[src/core/smrc_defs.svh]
// Constants for the switch monitor run-control register
//
// Operation
// - Setting the run bit (bit 11) starts normal operation: wetting current and input polling.
// - Clearing the run bit halts operation and keeps the device idle until the bit is set again.
// - Configuration writes while running are not blocked and may give wrong states or spurious interrupts.
// - While running, writes to the run bit, checksum trigger, reset bit and compare-check config are accepted.
// - The periodic enable (bit 10) selects continuous mode at zero and periodic polling at one.
// - Writing one to the checksum trigger (bit 9) starts a checksum over all configuration bits.
// - When the checksum completes, the done flag is set and the active-low interrupt pin goes low.
// - The computed checksum is readable in the result register once computation ends.
// - The checksum trigger bit clears by itself once the checksum has been executed.
// - The sample-on duration field (bits 8-5) encodes 64us steps for 0-7, then 640/768/896/1024/2048us, else 512us.
// - The polling period field (bits 4-1) encodes 2 to 4096ms for codes 0-C and 8ms for higher codes.
// - Writing one to the reset bit (bit 0) performs a software reset; writing zero does nothing.
`ifndef SMRC_DEFS_SVH
`define SMRC_DEFS_SVH

// ----------------------------------------
// Register location and fields
// ----------------------------------------
`define SMRC_CFG_OFFSET 8'h1A
`define SMRC_CFG_RESET 12'h000
`define SMRC_BIT_RUN 11
`define SMRC_BIT_PERIODIC 10
`define SMRC_BIT_CRC 9
`define SMRC_ACT_HI 8
`define SMRC_ACT_LO 5
`define SMRC_PER_HI 4
`define SMRC_PER_LO 1
`define SMRC_BIT_RESET 0
`define SMRC_CFG_W 12
`define SMRC_REG_W 24
`define SMRC_CRC_W 16

// ----------------------------------------
// Timing
// ----------------------------------------
`define SMRC_CLK_PERIOD_NS 25
`define SMRC_TICK_NS 1000
`define SMRC_TICK_CYCLES (`SMRC_TICK_NS / `SMRC_CLK_PERIOD_NS)
`define SMRC_US_PER_MS 1000
`define SMRC_US_W 23

`endif

[src/core/smrc_pkg.sv]
// Types shared by the switch monitor run-control block
`include "smrc_defs.svh"
package smrc_pkg;

  // Sampling phase of the polling sequencer
  typedef enum logic [1:0] {SMRC_IDLE, SMRC_SAMPLE, SMRC_WAIT} smrc_phase_type;

  // Register write request from the serial front end
  typedef struct packed {
    logic en;
    logic [`SMRC_REG_W-1:0] data;
  } smrc_wr_type;

  // Checksum engine answer
  typedef struct packed {
    logic done;
    logic [`SMRC_CRC_W-1:0] value;
  } smrc_crc_type;

  // Whole block state
  typedef struct packed {
    logic [`SMRC_CFG_W-1:0] cfg;
    logic busy;
    logic crc_start;
    logic sw_rst;
    logic done_flag;
    logic [`SMRC_CRC_W-1:0] crc_res;
    logic [15:0] tick_cnt;
    logic [`SMRC_US_W-1:0] us_cnt;
    smrc_phase_type phase;
  } smrc_state_type;

endpackage

[src/core/smrc_top.sv]
// Run control, sampling sequencer and checksum trigger for the switch monitor
`timescale 1ns/1ps
`include "smrc_defs.svh"
module smrc_top #(
  parameter int TICK_CYCLES = `SMRC_TICK_CYCLES
) (
  input wire logic sys_clk_in,
  input wire logic reset_in,
  input wire smrc_pkg::smrc_wr_type wr_in,
  input wire smrc_pkg::smrc_crc_type crc_in,
  input wire logic flag_clear_in,
  output logic [`SMRC_REG_W-1:0] cfg_rd_out,
  output logic run_out,
  output logic periodic_out,
  output logic wetting_on_out,
  output logic crc_start_out,
  output logic [`SMRC_CRC_W-1:0] crc_result_out,
  output logic checksum_done_flag_out,
  output logic int_n_out,
  output logic sw_reset_out
);
  import smrc_pkg::*;

  // ----------------------------------------
  // Elaboration checks
  // ----------------------------------------
  if (TICK_CYCLES < 1 || TICK_CYCLES > 65535)
  begin : g_bad_tick
    $error("TICK_CYCLES out of range");
  end

  // ----------------------------------------
  // Code tables
  // ----------------------------------------
  // Sample-on duration in microseconds
  function automatic logic [`SMRC_US_W-1:0] act_us(input logic [3:0] code);
    logic [`SMRC_US_W-1:0] r;
    r = `SMRC_US_W'h200;
    if (code <= 4'h7)
      r = `SMRC_US_W'(({19'h00000, code} + `SMRC_US_W'h1) * `SMRC_US_W'h40);
    else
    begin
      unique case (code)
        4'h8: r = `SMRC_US_W'h280;
        4'h9: r = `SMRC_US_W'h300;
        4'hA: r = `SMRC_US_W'h380;
        4'hB: r = `SMRC_US_W'h400;
        4'hC: r = `SMRC_US_W'h800;
        default: r = `SMRC_US_W'h200;
      endcase
    end
    return r;
  endfunction

  // Polling period in microseconds
  function automatic logic [`SMRC_US_W-1:0] period_us(input logic [3:0] code);
    logic [12:0] ms;
    unique case (code)
      4'h0: ms = 13'h0002;
      4'h1: ms = 13'h0004;
      4'h2: ms = 13'h0008;
      4'h3: ms = 13'h0010;
      4'h4: ms = 13'h0020;
      4'h5: ms = 13'h0030;
      4'h6: ms = 13'h0040;
      4'h7: ms = 13'h0080;
      4'h8: ms = 13'h0100;
      4'h9: ms = 13'h0200;
      4'hA: ms = 13'h0400;
      4'hB: ms = 13'h0800;
      4'hC: ms = 13'h1000;
      default: ms = 13'h0008;
    endcase
    return `SMRC_US_W'({10'h000, ms} * `SMRC_US_W'(`SMRC_US_PER_MS));
  endfunction

  // ----------------------------------------
  // State
  // ----------------------------------------
  smrc_state_type q;
  smrc_state_type d;
  logic tick;
  logic crc_finish;
  logic [`SMRC_US_W-1:0] us_next;
  logic [`SMRC_US_W-1:0] win_us;
  logic [`SMRC_US_W-1:0] per_us;

  // Next-state logic
  always_comb
  begin
    d = q;
    d.crc_start = 1'b0;
    d.sw_rst = 1'b0;
    win_us = act_us(q.cfg[`SMRC_ACT_HI:`SMRC_ACT_LO]);
    per_us = period_us(q.cfg[`SMRC_PER_HI:`SMRC_PER_LO]);
    us_next = q.us_cnt + `SMRC_US_W'h1;
    crc_finish = q.busy && crc_in.done;
    // Microsecond tick divider
    tick = (q.tick_cnt == 16'(TICK_CYCLES - 1));
    d.tick_cnt = tick ? 16'h0000 : q.tick_cnt + 16'h0001;
    // Checksum launch and completion
    if (q.cfg[`SMRC_BIT_CRC] && !q.busy)
    begin
      d.busy = 1'b1;
      d.crc_start = 1'b1;
    end
    if (flag_clear_in)
      d.done_flag = 1'b0;
    if (crc_finish)
    begin
      d.busy = 1'b0;
      d.cfg[`SMRC_BIT_CRC] = 1'b0;
      d.done_flag = 1'b1;
      d.crc_res = crc_in.value;
    end
    // Sampling sequencer, runs only with the run bit set
    if (!q.cfg[`SMRC_BIT_RUN])
    begin
      d.phase = SMRC_IDLE;
      d.us_cnt = `SMRC_US_W'h0;
    end
    else
    begin
      unique case (q.phase)
        SMRC_IDLE:
        begin
          d.phase = SMRC_SAMPLE;
          d.us_cnt = `SMRC_US_W'h0;
        end
        SMRC_SAMPLE:
        begin
          if (q.cfg[`SMRC_BIT_PERIODIC] && tick)
          begin
            d.us_cnt = us_next;
            if (us_next >= win_us)
              d.phase = SMRC_WAIT;
          end
        end
        SMRC_WAIT:
        begin
          if (tick)
          begin
            d.us_cnt = us_next;
            if (us_next >= per_us)
            begin
              d.phase = SMRC_SAMPLE;
              d.us_cnt = `SMRC_US_W'h0;
            end
          end
        end
      endcase
    end
    // Register write; accepted in any run state, no guard
    if (wr_in.en)
    begin
      d.cfg = wr_in.data[`SMRC_CFG_W-1:0];
      if (wr_in.data[`SMRC_BIT_RESET])
      begin
        d.cfg = `SMRC_CFG_RESET;
        d.busy = 1'b0;
        d.done_flag = 1'b0;
        d.phase = SMRC_IDLE;
        d.us_cnt = `SMRC_US_W'h0;
        d.sw_rst = 1'b1;
      end
    end
  end

  // State register
  always_ff @(posedge sys_clk_in)
  begin
    if (reset_in)
    begin
      q <= '0;
      q.phase <= SMRC_IDLE;
    end
    else
      q <= d;
  end

  // ----------------------------------------
  // Outputs
  // ----------------------------------------
  assign cfg_rd_out = {12'h000, q.cfg}; // Upper fields not held here
  assign run_out = q.cfg[`SMRC_BIT_RUN];
  assign periodic_out = q.cfg[`SMRC_BIT_PERIODIC];
  assign wetting_on_out = (q.phase == SMRC_SAMPLE);
  assign crc_start_out = q.crc_start;
  assign crc_result_out = q.crc_res;
  assign checksum_done_flag_out = q.done_flag;
  assign int_n_out = ~q.done_flag;
  assign sw_reset_out = q.sw_rst;

  logic soft_wr;
  assign soft_wr = wr_in.en && wr_in.data[`SMRC_BIT_RESET];
endmodule // smrc_top

[config.mk]
export PLATFORM = sky130hd
export DESIGN_NAME = smrc_top
export DESIGN_NICKNAME = d
export VERILOG_FILES = /design/src/core/smrc_pkg.sv /design/src/core/smrc_top.sv
export VERILOG_INCLUDE_DIRS = /design/src /design/src/core
export SDC_FILE = /design/constraint.sdc
export NUM_CORES = 1
export LEC_CHECK = 0
export ABC_AREA = 1
export BUFFER_PORTS_ARGS = -buffer_cell sky130_fd_sc_hd__buf_2
export CORE_ASPECT_RATIO = 1.5
export CORE_MARGIN = 3
export CORE_UTILIZATION = 25
export DETAILED_ROUTE_END_ITERATION = 8
export HOLD_SLACK_MARGIN = 0.12
export REMOVE_ABC_BUFFERS = 1
export SETUP_SLACK_MARGIN = 0.02
export SLEW_MARGIN = 20
export SYNTH_ARGS = -nofsm -noshare
export SYNTH_HDL_FRONTEND = slang
export SYNTH_SLANG_ARGS = --single-unit
[constraint.sdc]
create_clock -name sys_clk_in -period 5.75 [get_ports sys_clk_in]
set_clock_uncertainty 0.2 [all_clocks]
set_input_delay 0.575 -clock sys_clk_in [delete_from_list [all_inputs] [get_ports sys_clk_in]]
set_output_delay 0.575 -clock sys_clk_in [all_outputs]
set_load 0.01 [all_outputs]
Word-level counts from Yosys, hierarchy flattened:

Memories as Yosys holds them, arrays and structs flattened. A register that Yosys moved wholly into a read port is not among the register bits.
Index checks and enable logic that the tools add are counted.

* add/subtract/negate cells: 3
* $mul: 1
* $lt $le $gt $ge: 3
* equal/unequal tests: 8
* muxes and demuxes: 21
* bitwise logic cells: 2
* reduce and logical (&&, ||, !) cells: 8

Operators by type and width (number)
* two-way mux 25 bit: 6
* case mux 25 bit (3 select lines): 1
* case mux 12 bit (5 select lines): 1
* >= comparator 23 bit: 2
* adder 23 x 1 -> 23 bit (second input constant): 1
* == test 4 bit (second input constant): 5
* multiplier 13 x 7 -> 20 bit (second input constant): 1
* two-way mux 17 bit: 1
* adder 16 x 1 -> 16 bit (second input constant): 1
* == test 16 x 6 -> 1 bit (second input constant): 1
* two-way mux 13 bit: 1
* two-way mux 12 bit: 1
* two-way mux 11 bit: 1
* two-way mux 4 bit: 2
* two-way mux 2 bit: 3
* adder 4 x 1 -> 5 bit (second input constant): 1
* <= comparator 4 x 3 -> 1 bit (second input constant): 1
* two-way mux 1 bit: 4
* OR reduction 2 bit: 2
* logical AND 1 bit: 3
* == test 2 x 1 -> 1 bit (second input constant): 1
* == test 2 bit (second input constant): 1
* logical NOT 2 bit: 1
* NOT 1 bit: 2
* other kinds (2): 2

* register bits: 73
* ROM bits: 192
* input port bits: 45
* memories kept: 1

Memory list
* (name not given): words 16, bits a word 12, rd ports 1, clocked after Yosys merged registers in 1, write ports 0, line smrc_top.sv:58 `unique case (code)`

Longest topological paths before layout:

* depth in word-level cells: 10
* gate-level depth with buffers: 30
* mapped depth without buffers: 30

Least setup slack after synthesis:

Ideal clock, no wire load.

* path kind: flip-flop to flip-flop
* from: register, netlist name per_us[5]
* to: register q[10] (netlist bit)
* setup time: 70 ps
* arrival time: 5178 ps
* data required time: 5480 ps
* slack: 302 ps
* cell stages (with the launch flop): 28
* path buffers: 1
* clock period less this slack: 5448 ps
* cell sequence: dfxtp_1 > inv_1 > fa_1 > fa_1 > fa_1 > inv_1 > fa_1 > ha_1 > a21oi_1 > nand2_1 > a21oi_1 > o21ai_2 > a21boi_0 > o21ai_0 > xor2_1 > ha_1 > nand2_1 > inv_1 > o21ai_0 > nand2_1 > a21oi_1 > nand2_1 > nor2_1 > nand2_1 > nand2_2 > buf_2 > o2111ai_1 > a21oi_1

RTL lines
* to (decl): line smrc_top.sv:80 `smrc_state_type q;`

==> results.yml <==
routing:
  routedWlPerCell_um: 12.7
  num_vias: 6627
  drcViolationCount: 0
  drt_wl_total_mm: 18.6
  via_per_inst: 4.54
  ant_nets: 0
  drtIter0Drc: 299
  dr.pass1.iters: 5
power_and_ir_drop:
  power.density_nw_per_um2: 172
  leakagePower_nw: 3.75
  switching_share_pct: 30.7
  p_int_mw: 1.01
  comb_power_share_pct: 17.6
  p_total_mw: 1.46
  seq_power_share_pct: 41.1
  ir_drop_mv: 0.171
  switchingPower_mw: 0.447
  clock_power_share_pct: 41.3
timing:
  final.setup.worst_slack_ps: 179
  relSlewSlack_pct: 34.2
  period_needed_ps: 5570
  grt_setup_unrepaired: "true"
  fmaxAchievable_mhz: 180
  setup_viol: 0
  holdWs_ps: 238
  drv_slew: 0
  period_share_pct: 96.9
  worstMarginPinSlew_ps: 984
  hold_violations: 0
final_layout:
  mostFrequentLayoutCells: "nand2_1 (182), inv_1 (146), nor2_1 (105)"
  final_common_cell: "nand2_1"
  fillers: 3149
  area_delta_synth_final_pct: 14.7
  postLayoutCellArea_sq_um: 8470
  sequential_cell_area_sq_um: 1690
  fin_cells: 1459
  diodes: 0
  drive_gt1_share_pct: 15.2
  final_nets: 1226
  multi_input_area_sq_um: 4840
clock_network:
  path_clk_slew_ps: 70
  h-tree-depth: 3
  clockRootBuffer: "clkbuf_16"
  cts_sinks: 84
  cts_made_buffers: 9
  cts_buffer_depth: 2
  insertion_delay_ps: 350
  hold_buffers: 0
  tritoncts: "yes"
worst_setup_path:
  timing.rr.end: "q[1]"
  critPathRequiredTime_ps: 5850
  cp-start-kind: "flop"
  reg2reg_depth: 27
  cp_max_fo: 7
  worst-setup-path-type: "reg2reg"
  crit_arrival_ps: 5670
  worst-r2r-setup-slack_ps: 180
  endpoint_kind: "flop"
yosys:
  syn_area_sq_um: 7390
  synth-seq-cells: 84
  seq_area_frac_synth_pct: 22.8
  async_reset_ff_share_pct: 0
  synth-edff-count: 0
  avgSynthCellArea_sq_um: 7.29
  synth.distinct_cells: 44
  postSynthCellCount: 1014
  yosysWarnings: 0
  ys.flop_type: "dfxtp_1"
placed_design:
  port_buffers: 66
  pre_cts_ws_ps: 35.0
  placed_area_sq_um: 7980
  dp.cells: 1439
  hpwlAfterDp_mm: 14.8
  gp_congestion: 0.950
min_path:
  holdCritStartpoint: "q[60]"
  whs_endpoint: "crc_start_out"
  hold_depth: 1
  hp-class: "reg2reg"
floorplan:
  design.core.area_sq_um: 28900
  ioPinCount: 92
  dieWidth_um: 146
  num_rows: 76
  die_area_sq_um: 31700
  start_util_pct: 25.6
  die_h_um: 217
outcome:
  status: "finished, final reports clean"
global_route:
  grt.met3_usage_pct: 1.51
  grt_usage_pct: 11.6
  use_met1_pct: 11.8
  first_global_vias: 6534
  antenna_found_initial: 0
  grt_pass1_wl_mm: 30.4
  grt_use_met2_pct: 23.3
  grt_busiest_layer: "met2"
  grt-ovfl-total: 0
  grt_max_degree: 28
job:
  cap_viol_max_count: 0
layout make-up:
| cell class | instances | area share, % |
|---|---|---|
| flip-flops and latches | 84 | 19.9 |
| inverters | 160 | 7.12 |
| clock buffers | 9 | 2.66 |
| repair buffers | 90 | 6.51 |
| clock inverters | 7 | 0.931 |
| well taps | 390 | 5.76 |
| multi-input cells | 719 | 57.1 |
critical path, cell delays in order (launching register included):
cell	delay, ps
dfxtp_2	340
inv_2	40
fa_1	540
fa_1	440
fa_1	560
inv_2	40
fa_1	510
ha_4	320
inv_4	40
nor3_4	170
a21oi_2	90
o21ai_2	200
buf_6	140
nand2_2	40
a31oi_1	190
xnor2_1	110
ha_1	340
a21oi_2	140
o21ai_1	80
a21oi_1	140
nand2_1	60
nor2_1	100
nand2_1	90
nand2_4	120
buf_12	140
nand2_4	40
a21oi_2	150
o21a_1	140
power by group through the flow:
stage	clock network (mW)	logic, mW	registers, mW
2_1_floorplan	0	0.151	0.617
3_3_place_gp	0	0.215	0.613
3_5_place_dp	0	0.222	0.613
4_1_cts	0.620	0.223	0.600
5_1_grt	0.642	0.291	0.601
6_report	0.602	0.256	0.600
through the flow:
| step | utilization, % | TNS (ps) |
|---|---|---|
| floorplan | - | 0 |
| global placement | 27.6 | 0 |
| detailed placement | 27.6 | 0 |
| CTS | 28.6 | 0 |
| global route | 29.3 | -1770 |
| finish | 29.3 | 0 |
Yosys cell counts (2+ instances only):
library cell	n	share of area [%]
nand2_1	184	9.3
nor2_4	5	0.76
nor4_1	2	0.17
nor4_2	2	0.34
a22o_1	2	0.24
nand2_2	8	0.68
o2111ai_1	13	1.5
o21ai_0	50	3.4
nor3_1	12	0.81
buf_6	5	0.76
o31ai_1	2	0.20
a21boi_0	2	0.20
a21oi_1	89	6.0
o211ai_1	14	1.4
buf_4	41	4.2
o22ai_1	3	0.25
nand4_1	18	1.5
fa_1	37	10
o221ai_1	2	0.24
ha_1	80	14
dfxtp_1	84	23
o21ai_1	5	0.34
o21a_1	3	0.30
clkbuf_1	10	0.51
nor2_2	5	0.42
xnor2_1	6	0.71
inv_2	5	0.25
nor3b_1	4	0.41
nor2_1	106	5.4
buf_2	6	0.41
xor2_1	17	2.0
nor3_2	2	0.27
nand3_1	25	1.7
clkinv_1	4	0.20
inv_1	151	7.7
a31oi_1	2	0.17
layer usage:
layer / wire length (um) / vias to the layer above
met2: 10400 / 122
met5: 0 / -
met1: 7100 / 3102
met3: 476 / 41
li1: - / 3362
met4: 589 / 0
how the worst max path moves through the flow:
stage	end	slack [ps]	depth (start not counted)
finish	q[1]	180	27
detailed placement	q[3]	40	29
floorplan	q[0]	220	29
global route	q[1]	-120	27
CTS	q[1]	90	26
global placement	q[0]	40	30
cells by family (layout without fill, tap and decap cells):
group | after synthesis | count (layout) | synth area share (%)
fa+ha+maj | 117 | 117 | 23.6
other cells | 1 | 13 | 0.0508
compound gates | 191 | 191 | 14.8
xor+xnor | 23 | 23 | 2.73
flops | 84 | 84 | 22.8
buf+inv | 223 | 266 | 14.0
simple gates | 375 | 375 | 22.1
repair_timing:
action	4_1_cts	5_1_grt
cloned	0	1
resized for setup	1	38
pin swaps	0	23
setup endpoints to repair	3	25
setup buffers	0	3
(Power assumes the default switching activity.)
